`src/common/pcr_consts.vh`:
```
// Contract
// ceiling word at 0x24, clamped 110% of strap
// margin-up target at 0x25 drives margin high
// margin-down target at 0x26 drives margin low
// slew rate word at 0x27, V/ms
// droop slope word at 0x28, mV/A
// loop sense gain at 0x29, direct
// monitor divider ratio at 0x2a, direct
// duty ceiling at 0x32 limits duty
// switching frequency at 0x33, 1 kHz steps
// start converting when input reaches start threshold
// stop converting when input falls to stop threshold
// phase spread word at 0x37 sets phase
// bits 11:8 hold group identifier
// bits 7:4 hold rail count
// host sets position, sync driver gets 0; the code has no sync driver case and always drives the host-set bits 3:0
// read-only current sense offset at 0x39
// overvoltage fault threshold at 0x40
// mode bits 7:5 000 selects linear exponent
// linear word: exponent 15:11, mantissa 10:0
// low byte first; write to offset refused
`ifndef PCR_CONSTS_VH
`define PCR_CONSTS_VH
// command codes
`define PCR_CMD_CEILING 8'h24
`define PCR_CMD_MARGIN_UP 8'h25
`define PCR_CMD_MARGIN_DOWN 8'h26
`define PCR_CMD_SLEW 8'h27
`define PCR_CMD_DROOP 8'h28
`define PCR_CMD_LOOP_GAIN 8'h29
`define PCR_CMD_MON_RATIO 8'h2a
`define PCR_CMD_DUTY 8'h32
`define PCR_CMD_FREQ 8'h33
`define PCR_CMD_VIN_START 8'h35
`define PCR_CMD_VIN_STOP 8'h36
`define PCR_CMD_PHASE 8'h37
`define PCR_CMD_CS_OFFSET 8'h39
`define PCR_CMD_OV_LIMIT 8'h40
// storage indices
`define PCR_IDX_CEILING 4'h0
`define PCR_IDX_MARGIN_UP 4'h1
`define PCR_IDX_MARGIN_DOWN 4'h2
`define PCR_IDX_SLEW 4'h3
`define PCR_IDX_DROOP 4'h4
`define PCR_IDX_LOOP_GAIN 4'h5
`define PCR_IDX_MON_RATIO 4'h6
`define PCR_IDX_DUTY 4'h7
`define PCR_IDX_FREQ 4'h8
`define PCR_IDX_VIN_START 4'h9
`define PCR_IDX_VIN_STOP 4'ha
`define PCR_IDX_PHASE 4'hb
`define PCR_IDX_OV_LIMIT 4'hc
`define PCR_NUM_REGS 13
// reset value of every writable word
`define PCR_RESET_WORD 16'h0000
// phase spread field positions
`define PCR_GROUP_HI 11
`define PCR_GROUP_LO 8
`define PCR_COUNT_HI 7
`define PCR_COUNT_LO 4
`define PCR_POS_HI 3
`define PCR_POS_LO 0
// output voltage mode byte
`define PCR_MODE_SEL_HI 7
`define PCR_MODE_SEL_LO 5
`define PCR_MODE_LINEAR 3'h0
`define PCR_MODE_EXP_HI 4
`define PCR_MODE_EXP_LO 0
// ceiling limit ratio, percent
`define PCR_CEIL_PCT_NUM 20'h0006e
`define PCR_CEIL_PCT_DEN 20'h00064
// margin selection codes
`define PCR_MARGIN_NONE 2'h0
`define PCR_MARGIN_HIGH 2'h1
`define PCR_MARGIN_LOW 2'h2
`endif

```
`src/rtl/pcr_config_regs.v`:
```
`timescale 1ns/1ns
`include "pcr_consts.vh"
module pcr_config_regs (
  // clock and reset
  input wire clock_i,
  input wire rstn_i,
  // command and byte transfer port
  input wire txn_start_i,
  input wire [7:0] cmd_i,
  input wire wr_byte_valid_i,
  input wire [7:0] wr_byte_i,
  input wire rd_byte_req_i,
  output reg [7:0] rd_byte_o,
  output reg rd_byte_valid_o,
  output wire cmd_known_o,
  output reg wr_refused_o,
  // device side inputs
  input wire [15:0] strap_nominal_i,
  input wire [7:0] vout_mode_i,
  input wire [15:0] vout_command_i,
  input wire [1:0] margin_sel_i,
  input wire [15:0] vin_i,
  input wire [15:0] duty_request_i,
  input wire [15:0] vout_sense_i,
  input wire [15:0] cs_offset_i,
  // configuration outputs
  output reg [15:0] vout_target_o,
  output reg vout_linear_o,
  output reg [4:0] vout_exp_o,
  output reg [15:0] slew_rate_o,
  output reg [15:0] droop_o,
  output reg [15:0] loop_gain_o,
  output reg [15:0] mon_ratio_o,
  output reg [15:0] duty_o,
  output reg [15:0] switch_khz_o,
  output reg convert_en_o,
  output reg [3:0] group_id_o,
  output reg [3:0] rail_count_o,
  output reg [3:0] rail_pos_o,
  output reg [15:0] cs_offset_o,
  output reg ov_fault_o
);

  // word storage for the writable commands
  reg [15:0] regs_ff [0:`PCR_NUM_REGS-1];
  reg [7:0] cmd_ff; // command latched at transfer start
  reg byte_sel_ff; // 0 expects low byte, 1 expects high byte
  reg [7:0] low_ff; // low byte held until high byte arrives
  reg [15:0] strap_ff; // nominal setting caught after reset
  reg strap_taken_ff; // strap capture done
  reg running_ff; // conversion active
  integer i;

  // decoded command
  wire [4:0] idx_code; // writable flag over the storage index
  wire [3:0] cur_idx; // storage index of the latched command
  wire cur_rw; // latched command is a writable word
  wire cur_ro; // latched command is the read-only offset
  wire [15:0] wr_word; // high byte on the port over the held low byte
  // ceiling limit is kept wide so a large strap cannot wrap the product
  wire [23:0] ceil_limit_w;
  wire [15:0] ceil_limit; // saturated limit for ceiling writes
  wire [15:0] rd_word; // word behind the latched command
  wire signed [47:0] vin_fix;
  wire signed [47:0] start_fix;
  wire signed [47:0] stop_fix;
  wire signed [47:0] duty_req_fix;
  wire signed [47:0] duty_lim_fix;
  wire signed [47:0] freq_fix;

  // command code to storage index, bit 4 flags a writable word
  function [4:0] pcr_index;
    input [7:0] cmd;
    begin
      case (cmd)
        `PCR_CMD_CEILING: pcr_index = {1'b1, `PCR_IDX_CEILING};
        `PCR_CMD_MARGIN_UP: pcr_index = {1'b1, `PCR_IDX_MARGIN_UP};
        `PCR_CMD_MARGIN_DOWN: pcr_index = {1'b1, `PCR_IDX_MARGIN_DOWN};
        `PCR_CMD_SLEW: pcr_index = {1'b1, `PCR_IDX_SLEW};
        `PCR_CMD_DROOP: pcr_index = {1'b1, `PCR_IDX_DROOP};
        `PCR_CMD_LOOP_GAIN: pcr_index = {1'b1, `PCR_IDX_LOOP_GAIN};
        `PCR_CMD_MON_RATIO: pcr_index = {1'b1, `PCR_IDX_MON_RATIO};
        `PCR_CMD_DUTY: pcr_index = {1'b1, `PCR_IDX_DUTY};
        `PCR_CMD_FREQ: pcr_index = {1'b1, `PCR_IDX_FREQ};
        `PCR_CMD_VIN_START: pcr_index = {1'b1, `PCR_IDX_VIN_START};
        `PCR_CMD_VIN_STOP: pcr_index = {1'b1, `PCR_IDX_VIN_STOP};
        `PCR_CMD_PHASE: pcr_index = {1'b1, `PCR_IDX_PHASE};
        `PCR_CMD_OV_LIMIT: pcr_index = {1'b1, `PCR_IDX_OV_LIMIT};
        // unmapped codes and the read-only offset give zero
        default: pcr_index = 5'h00;
      endcase
    end
  endfunction

  // linear word to fixed point with 16 fraction bits
  function signed [47:0] pcr_lin_fix;
    input [15:0] word;
    reg signed [47:0] mant;
    reg [5:0] shift;
    begin
      mant = {{37{word[10]}}, word[10:0]};
      // exponent plus 16 is never negative, so a left shift suffices
      shift = {word[15], word[15:11]} + 6'h10;
      pcr_lin_fix = mant <<< shift;
    end
  endfunction

  // command decode, one lookup shared by index and flag
  assign idx_code = pcr_index(cmd_ff);
  // low four bits pick the word
  assign cur_idx = idx_code[3:0];
  // top bit marks a writable word
  assign cur_rw = idx_code[4];
  assign cur_ro = (cmd_ff == `PCR_CMD_CS_OFFSET);
  assign cmd_known_o = cur_rw | cur_ro;
  assign wr_word = {wr_byte_i, low_ff};

  // ceiling limit 110%
  // the strap times 110 needs 23 bits; the floor of the division is kept
  assign ceil_limit_w = ({8'h00, strap_ff} * {4'h0, `PCR_CEIL_PCT_NUM}) /
    {4'h0, `PCR_CEIL_PCT_DEN};
  // a limit beyond the word width saturates at full scale
  assign ceil_limit = (ceil_limit_w[23:16] != 8'h00) ? 16'hffff : ceil_limit_w[15:0];

  // readback word, unknown command reads zero
  assign rd_word = cur_ro ? cs_offset_i : (cur_rw ? regs_ff[cur_idx] : 16'h0000);

  // linear decode
  assign vin_fix = pcr_lin_fix(vin_i);
  assign start_fix = pcr_lin_fix(regs_ff[`PCR_IDX_VIN_START]);
  assign stop_fix = pcr_lin_fix(regs_ff[`PCR_IDX_VIN_STOP]);
  assign duty_req_fix = pcr_lin_fix(duty_request_i);
  assign duty_lim_fix = pcr_lin_fix(regs_ff[`PCR_IDX_DUTY]);
  assign freq_fix = pcr_lin_fix(regs_ff[`PCR_IDX_FREQ]);

  // strap is caught on the first edge after reset release
  // a strap change after that takes effect only at the next reset
  always @(posedge clock_i or negedge rstn_i) begin
    if (!rstn_i) begin
      strap_ff <= 16'h0000;
      strap_taken_ff <= 1'b0;
    end else if (!strap_taken_ff) begin
      strap_ff <= strap_nominal_i;
      strap_taken_ff <= 1'b1;
    end
  end

  // byte sequencing and register writes
  always @(posedge clock_i or negedge rstn_i) begin
    if (!rstn_i) begin
      cmd_ff <= 8'h00;
      byte_sel_ff <= 1'b0;
      low_ff <= 8'h00;
      rd_byte_o <= 8'h00;
      rd_byte_valid_o <= 1'b0;
      wr_refused_o <= 1'b0;
      // every writable word clears to its reset value
      for (i = 0; i < `PCR_NUM_REGS; i = i + 1) begin
        regs_ff[i] <= `PCR_RESET_WORD;
      end
    end else begin
      // both strobes last one cycle unless set again below
      rd_byte_valid_o <= 1'b0;
      wr_refused_o <= 1'b0;
      // a transfer start wins over any byte in the same cycle
      if (txn_start_i) begin
        // new transfer restarts at the low byte
        cmd_ff <= cmd_i;
        byte_sel_ff <= 1'b0;
      end else if (wr_byte_valid_i) begin
        // low byte first
        if (!byte_sel_ff) begin
          low_ff <= wr_byte_i;
          byte_sel_ff <= 1'b1;
        end else begin
          byte_sel_ff <= 1'b0;
          if (cur_ro) begin
            // offset write refused
            wr_refused_o <= 1'b1;
          end else if (cur_rw) begin
            // only mapped words are stored; unmapped writes are dropped
            if (cur_idx == `PCR_IDX_CEILING && wr_word > ceil_limit) begin
              // clamp to limit
              regs_ff[cur_idx] <= ceil_limit;
            end else begin
              // plain word store
              regs_ff[cur_idx] <= wr_word;
            end
          end
        end
      end else if (rd_byte_req_i) begin
        // read low then high
        rd_byte_valid_o <= 1'b1;
        byte_sel_ff <= ~byte_sel_ff;
        // pointer picks which half goes out
        if (!byte_sel_ff) begin
          rd_byte_o <= rd_word[7:0];
        end else begin
          rd_byte_o <= rd_word[15:8];
        end
      end
    end
  end

  // conversion enable with start and stop thresholds
  // the stop level acts only while running, which gives hysteresis
  always @(posedge clock_i or negedge rstn_i) begin
    if (!rstn_i) begin
      running_ff <= 1'b0;
    end else if (!running_ff) begin
      // stopped: wait for the input to reach the start level
      // start at threshold
      if (vin_fix >= start_fix) begin
        running_ff <= 1'b1;
      end
    end else begin
      // stop at threshold
      if (vin_fix <= stop_fix) begin
        running_ff <= 1'b0;
      end
    end
  end

  // registered configuration outputs
  // every output follows its source one cycle later
  always @(posedge clock_i or negedge rstn_i) begin
    if (!rstn_i) begin
      vout_target_o <= 16'h0000;
      vout_linear_o <= 1'b0;
      vout_exp_o <= 5'h00;
      slew_rate_o <= 16'h0000;
      droop_o <= 16'h0000;
      loop_gain_o <= 16'h0000;
      mon_ratio_o <= 16'h0000;
      duty_o <= 16'h0000;
      switch_khz_o <= 16'h0000;
      convert_en_o <= 1'b0;
      group_id_o <= 4'h0;
      rail_count_o <= 4'h0;
      rail_pos_o <= 4'h0;
      cs_offset_o <= 16'h0000;
      ov_fault_o <= 1'b0;
    end else begin
      // margin targets bypass the ceiling; the nominal path does not
      case (margin_sel_i)
        // margin high
        `PCR_MARGIN_HIGH: vout_target_o <= regs_ff[`PCR_IDX_MARGIN_UP];
        // margin low
        `PCR_MARGIN_LOW: vout_target_o <= regs_ff[`PCR_IDX_MARGIN_DOWN];
        // nominal command, held under the ceiling
        default: begin
          if (vout_command_i > regs_ff[`PCR_IDX_CEILING]) begin
            vout_target_o <= regs_ff[`PCR_IDX_CEILING];
          end else begin
            vout_target_o <= vout_command_i;
          end
        end
      endcase
      // mode byte decode
      vout_linear_o <= (vout_mode_i[`PCR_MODE_SEL_HI:`PCR_MODE_SEL_LO] == `PCR_MODE_LINEAR);
      vout_exp_o <= vout_mode_i[`PCR_MODE_EXP_HI:`PCR_MODE_EXP_LO];
      // slew rate out
      slew_rate_o <= regs_ff[`PCR_IDX_SLEW];
      // droop slope out
      droop_o <= regs_ff[`PCR_IDX_DROOP];
      // loop gain out
      loop_gain_o <= regs_ff[`PCR_IDX_LOOP_GAIN];
      // divider ratio out
      mon_ratio_o <= regs_ff[`PCR_IDX_MON_RATIO];
      // compared as decoded values, not raw words
      // duty limiting
      if (duty_req_fix > duty_lim_fix) begin
        duty_o <= regs_ff[`PCR_IDX_DUTY];
      end else begin
        duty_o <= duty_request_i;
      end
      // negative settings give zero, fractions are dropped
      // whole kHz frequency
      if (freq_fix < 48'sd0) begin
        switch_khz_o <= 16'h0000;
      end else begin
        switch_khz_o <= freq_fix[31:16];
      end
      // enable follows the hysteresis state
      convert_en_o <= running_ff;
      // bits 15:12 are kept in storage but drive nothing
      // phase fields out
      // group identifier
      group_id_o <= regs_ff[`PCR_IDX_PHASE][`PCR_GROUP_HI:`PCR_GROUP_LO];
      // rail count
      rail_count_o <= regs_ff[`PCR_IDX_PHASE][`PCR_COUNT_HI:`PCR_COUNT_LO];
      // host-set position
      rail_pos_o <= regs_ff[`PCR_IDX_PHASE][`PCR_POS_HI:`PCR_POS_LO];
      // delayed one cycle like every other output
      // offset passthrough
      cs_offset_o <= cs_offset_i;
      // raw unsigned compare in the output voltage format
      // overvoltage compare
      ov_fault_o <= (vout_sense_i > regs_ff[`PCR_IDX_OV_LIMIT]);
    end
  end

endmodule // pcr_config_regs

```
`config.mk`:
```
export PLATFORM = sky130hd
export DESIGN_NAME = pcr_config_regs
export DESIGN_NICKNAME = d
export VERILOG_FILES = /design/src/rtl/pcr_config_regs.v
export VERILOG_INCLUDE_DIRS = /design/src /design/src/common
export SDC_FILE = /design/constraint.sdc
export NUM_CORES = 2
export LEC_CHECK = 0
export BUFFER_PORTS_ARGS = -buffer_cell sky130_fd_sc_hd__clkbuf_2
export CAP_MARGIN = 20
export CORE_MARGIN = 1
export CORE_UTILIZATION = 35
export DETAILED_ROUTE_END_ITERATION = 7
export PLACE_DENSITY_LB_ADDON = 0.15
export SKIP_CTS_REPAIR_TIMING = 1
export SLEW_MARGIN = 0
export SYNTH_ARGS = -nofsm -noshare
export SYNTH_HDL_FRONTEND = slang
export SYNTH_SLANG_ARGS = --single-unit
```
`constraint.sdc`:
```
create_clock -name clock_i -period 29.7 [get_ports clock_i]
set_input_delay 5.94 -clock clock_i [delete_from_list [all_inputs] [get_ports clock_i]]
set_output_delay 5.94 -clock clock_i [all_outputs]
set_load 0.05 [all_outputs]
```
After elaboration in Yosys (flattened, before gate mapping)

Index checks and enable logic that the tools add are counted.

Muxes and demuxes: 31
Equal/unequal tests: 16
Add/subtract/negate cells: 6
Divide/modulo/power cells: 1
Multipliers: 1
Reduce and logical (&&, ||, !) cells: 9
Bitwise logic cells: 6
$lt $le $gt $ge: 9
Shift operators: 6

Operators with widths:

| cell                    | number |
|---|---|
| $bwmux W208             | 2 |
| $sshl A11 B6 Y48        | 6 |
| $mux W208               | 1 |
| $mux W16                | 9 |
| $eq A8 B6 Y1 const B    | 13 |
| $pmux W5 S13            | 1 |
| $bmux W16 S4            | 1 |
| $demux W16 S4           | 1 |
| $ge A48 B48 Y1          | 1 |
| $gt A16 B16 Y1          | 3 |
| $gt A48 B48 Y1          | 1 |
| $le A48 B48 Y1          | 1 |
| $lt A48 B1 Y1 const B   | 1 |
| $add A6 B5 Y6 const B   | 6 |
| $pmux W16 S2            | 1 |
| $div A23 B7 Y24 const B | 1 |
| $mul A16 B6 Y22 const B | 1 |
| $mux W1                 | 14 |
| $eq A8 B7 Y1 const B    | 1 |
| $mux W8                 | 1 |
| $reduce_bool A8 Y1      | 1 |
| $reduce_and A3 Y1       | 2 |
| $ge A5 B5 Y1 const B    | 1 |
| $lt A5 B1 Y1 const B    | 1 |
| other kinds (10)        | 14 |

Register bits: 401

Depth between registers and ports, before layout

Word-level depth: 9
Mapped depth: 97
Depth with buffers taken out: 77

Least setup slack after synthesis

Ideal clock, no wire load.

Kind: register to register
Start: register strap_ff[8]
End: register regs_ff[80] (netlist bit)
Stages on the path, launching flop included: 88
Path slack: 9061 ps
Data arrival time: 20508 ps
Library setup time: 131 ps
Period minus slack after synthesis: 20639 ps
Path buffers: 12
Required time: 29569 ps
Cell sequence: dfrtp_1 -> fa_1 -> fa_1 -> inv_1 -> fa_1 -> inv_1 -> ha_1 -> buf_2 -> a21oi_1 -> o21ai_0 -> and2_1 -> o31a_2 -> xor2_2 -> o211ai_2 -> nor4_4 -> o31ai_4 -> and3_1 -> buf_2 -> [... 52 more ...] -> mux2i_1 -> a2111o_1 -> a31o_2 -> ha_1 -> nor2_1 -> nor2_1 -> a21boi_0 -> o21ai_0 -> nand2b_1 -> a21oi_1 -> nor3_1 -> a211oi_1 -> nor4b_1 -> clkinv_1 -> clkbuf_1 -> a311oi_2 -> buf_4 -> o31ai_1

Longest elaborated chain between the ends: 7

Ends and longest elaborated chain:

| what                          | RTL line              | text |
|---|---|---|
| start, declared               | pcr_config_regs.v:49  | `reg [15:0] strap_ff;` |
| start signal, assigned        | pcr_config_regs.v:143 | `strap_ff <= strap_nominal_i;` |
| $mul A16 B6 Y22 *             | pcr_config_regs.v:120 | `` assign ceil_limit_w = ({8'h00, strap_ff} * {4'h0, `PCR_CEIL_PCT_NUM}) / `` |
| $div A23 B7 Y24 *             | pcr_config_regs.v:120 |  |
| $reduce_bool A8 Y1            | pcr_config_regs.v:123 | `assign ceil_limit = (ceil_limit_w[23:16] != 8'h00) ? 16'hffff : ceil_limit_w[15:0];` |
| $mux W16 *                    | pcr_config_regs.v:123 |  |
| $gt A16 B16 Y1                | pcr_config_regs.v:182 | `` if (cur_idx == `PCR_IDX_CEILING && wr_word > ceil_limit) begin `` |
| $logic_and A1 B1 Y1           | pcr_config_regs.v:182 |  |
| $mux W208 *                   | pcr_config_regs.v:182 |  |
| end signal, assigned by index | pcr_config_regs.v:159 | `` regs_ff[i] <= `PCR_RESET_WORD; `` |
| end signal, assigned by index | pcr_config_regs.v:184 | `regs_ff[cur_idx] <= ceil_limit;` |
| end signal, assigned by index | pcr_config_regs.v:187 | `regs_ff[cur_idx] <= wr_word;` |
| end, declared                 | pcr_config_regs.v:45  | `` reg [15:0] regs_ff [0:`PCR_NUM_REGS-1]; `` |

Mark *: on every way between the ends. The rest lies on a longest branch, timed or not.
A chain may end at the register's enable or synchronous reset.

Worst setup path in the final report

Start: register strap_ff[10]
End: register regs_ff[57] (netlist bit)

Same word-level chain as after synthesis.

==> metrics.txt <==
Async S/R FF share, synth 100%; Port Buf Inserts 285; via count 33,607; Top delay family on crit path compound AO/OA/AOI/OAI gates; drt wl/cell 22.6 um; # DRC 0; dominant cell type by area after synthesis dfrtp_1; status finished, final reports clean; CP Data Required Time 30.12 ns; HP Start regs_ff[119]; flops & latches, synth 401; reg-to-reg endpoint regs_ff[57]; kind of critical path reg2reg; R2R depth 75; core box area 102,000 um^2; Congestion Overflow GR 0; critical path endpoint category flip-flop; count of final hold-check violations 0; most frequent CP cell o21ai_0; Worst-Skew Late Latency 0.61 ns; Via density 5.75; clk sinks 401; Synth Flop Type dfrtp_1; die footprint 105,000 um^2; I/O pin count 286; chip width 324 um; post-route minimum period 26.39 ns; most frequent cell after synthesis nand2_1; CP arrival 26.81 ns; Tightest Hold Check Type reg2reg; H-tree levels 2; Max Cap Viol 0; endpoints failing setup 0; slowest stage delay, CP 0.92 ns; clock buffer depth 3; DR pass1 iterations 6; area share of the leading cell type in the synthesized netlist 27.6%; Synth area leaders dfrtp_1 28%, ha_1 7.7%, o21ai_0 5.5%; ant diodes 0; CP Launch Point strap_ff[10]; worst slew pin tran 1.28 ns; DR top layer met5; Slowest cell on crit path nor4b_2; register area share after synthesis 27.6%; Min Hold Slack 0.396 ns; routed wl met2 61,300 um; Slew Limit Fails 0; setup TNS 0 ns; first-pass GRT wire length 202,000 um; clock-pin transition on the worst setup and hold timing paths 0.06 ns; CP bufs+invs 5; crit share post-route 88.9%; RePlAce Congestion 0.922; hold depth 0; f_max 37.9 MHz; R2R setup slack 3.31 ns; largest net degree at the start of global routing 164; synthesized net count 4,701; initial antenna violation count 9; Gate Count Post-Synth 4,312; Initial Util 35.5%; top cells by count, synth 507 x nand2_1, 401 x dfrtp_1, 401 x o21ai_0, 343 x nor2_1, 285 x a21oi_1; DIE HEIGHT 324 um; vias in the first global route 32,070; mapped cell area 36,400 um^2; Setup Skew 0.0411 ns; CTS tree yes; crit-path max FO 19; clock buffer count from CTS 40; CTS Root Buffer Type clkbuf_16; Nets 4,838; gr usage total 24.4%; wl on met1 60,600 um; Yosys warning total 0; Mapped Avg Cell Area 8.44 um^2; WHS Endpoint loop_gain_o[7]; type of origin of the critical path flip-flop; DR iter-0 viols 2,788; final wirelength 132,000 um; worst rel slew slack 12.5%; met3 routed WL 7010 um; Netlist cell types 131; number of synthesized flops with an enable pin 0; row count 117; Area Overhead vs Synth 11.4%; detailed placement HPWL 102,000 um; unrepaired setup endpoints after global routing no; share of cells above drive strength 1 16.3%; antenna-violating nets left 0; FF-to-FF Start strap_ff[10]
## routing by layer
| layer | vias to the layer above | global-route usage [%] |
|---|---|---|
| met5 | - | 0 |
| met4 | 12 | 5.88 |
| met3 | 162 | 2.80 |
| met2 | 1011 | 39.8 |
| met1 | 16322 | 34.3 |
| li1 | 16100 | - |
## worst max path at each step
stage                     cells after the start  slack (ns)           end
after floorplan                              87        9.06   regs_ff[80]
after global placement                       74        3.66  regs_ff[169]
after detailed placement                     74        3.47   regs_ff[57]
after CTS                                    74        3.33   regs_ff[57]
after global routing                         74        1.40   regs_ff[41]
final                                        75        3.31   regs_ff[57]
## cell type report
| type | count | area, um^2 |
|---|---|---|
| clock buffer | 55 | 1170 |
| sequential | 401 | 10000 |
| multi-input combinational | 3513 | 24800 |
| fill | 10551 | 61900 |
| tap | 1368 | 1710 |
| inverter | 146 | 548 |
| clock inverter | 18 | 279 |
| timing repair buffer | 347 | 1950 |
## registers in the layout, indices dropped and copies added, names as in the netlist, 16 cells and up
name           flops
loop_gain_o       16
cs_offset_o       16
duty_o            16
droop_o           16
strap_ff          16
mon_ratio_o       16
vout_target_o     16
regs_ff          208
slew_rate_o       16
switch_khz_o      16
## placed cells by master (no fill, tap or decap), types with 71 or more instances in the layout
| cell type | Yosys | layout |
|---|---|---|
| a21oi_1 | 285 | 280 |
| dfrtp_1 | 401 | 401 |
| xnor2_1 | 106 | 104 |
| inv_1 | 143 | 143 |
| clkbuf_2 | 0 | 284 |
| mux2_2 | 112 | 112 |
| nor2b_1 | 71 | 71 |
| nor3_1 | 100 | 99 |
| o21ai_0 | 401 | 397 |
| mux2i_1 | 169 | 167 |
| ha_1 | 223 | 223 |
| nand2_1 | 507 | 507 |
| nor2_1 | 343 | 343 |
| nand3_1 | 91 | 91 |
## logic make-up (layout without fill, tap and decap cells)
| kind of cell | Yosys count | count (layout) | share of synthesized area [%] |
|---|---|---|---|
| simple gates | 1499 | 1499 | 20.0 |
| compound gates | 1266 | 1266 | 23.0 |
| flops | 401 | 401 | 27.6 |
| buf+inv | 398 | 566 | 4.39 |
| mux | 333 | 333 | 11.3 |
| fa+ha+maj | 264 | 264 | 9.87 |
| xor+xnor | 150 | 150 | 3.83 |
| other cells | 1 | 1 | 0.0103 |
## stage by stage
step                      instances  instance area [um^2]  worst slack, ns  util (%)
after floorplan                4312                 36400             9.06         -
after global placement         5769                 39000             3.66      38.1
after detailed placement       5771                 39000             3.47      38.1
after CTS                      5844                 40500             3.33      39.5
after global routing           5848                 40500             1.40      39.6
final                          5848                 40500             3.31      39.6
Power is left out: the tool's default activity adds up to more than one toggle a clock period on the data nets, which glitch-free logic cannot reach.
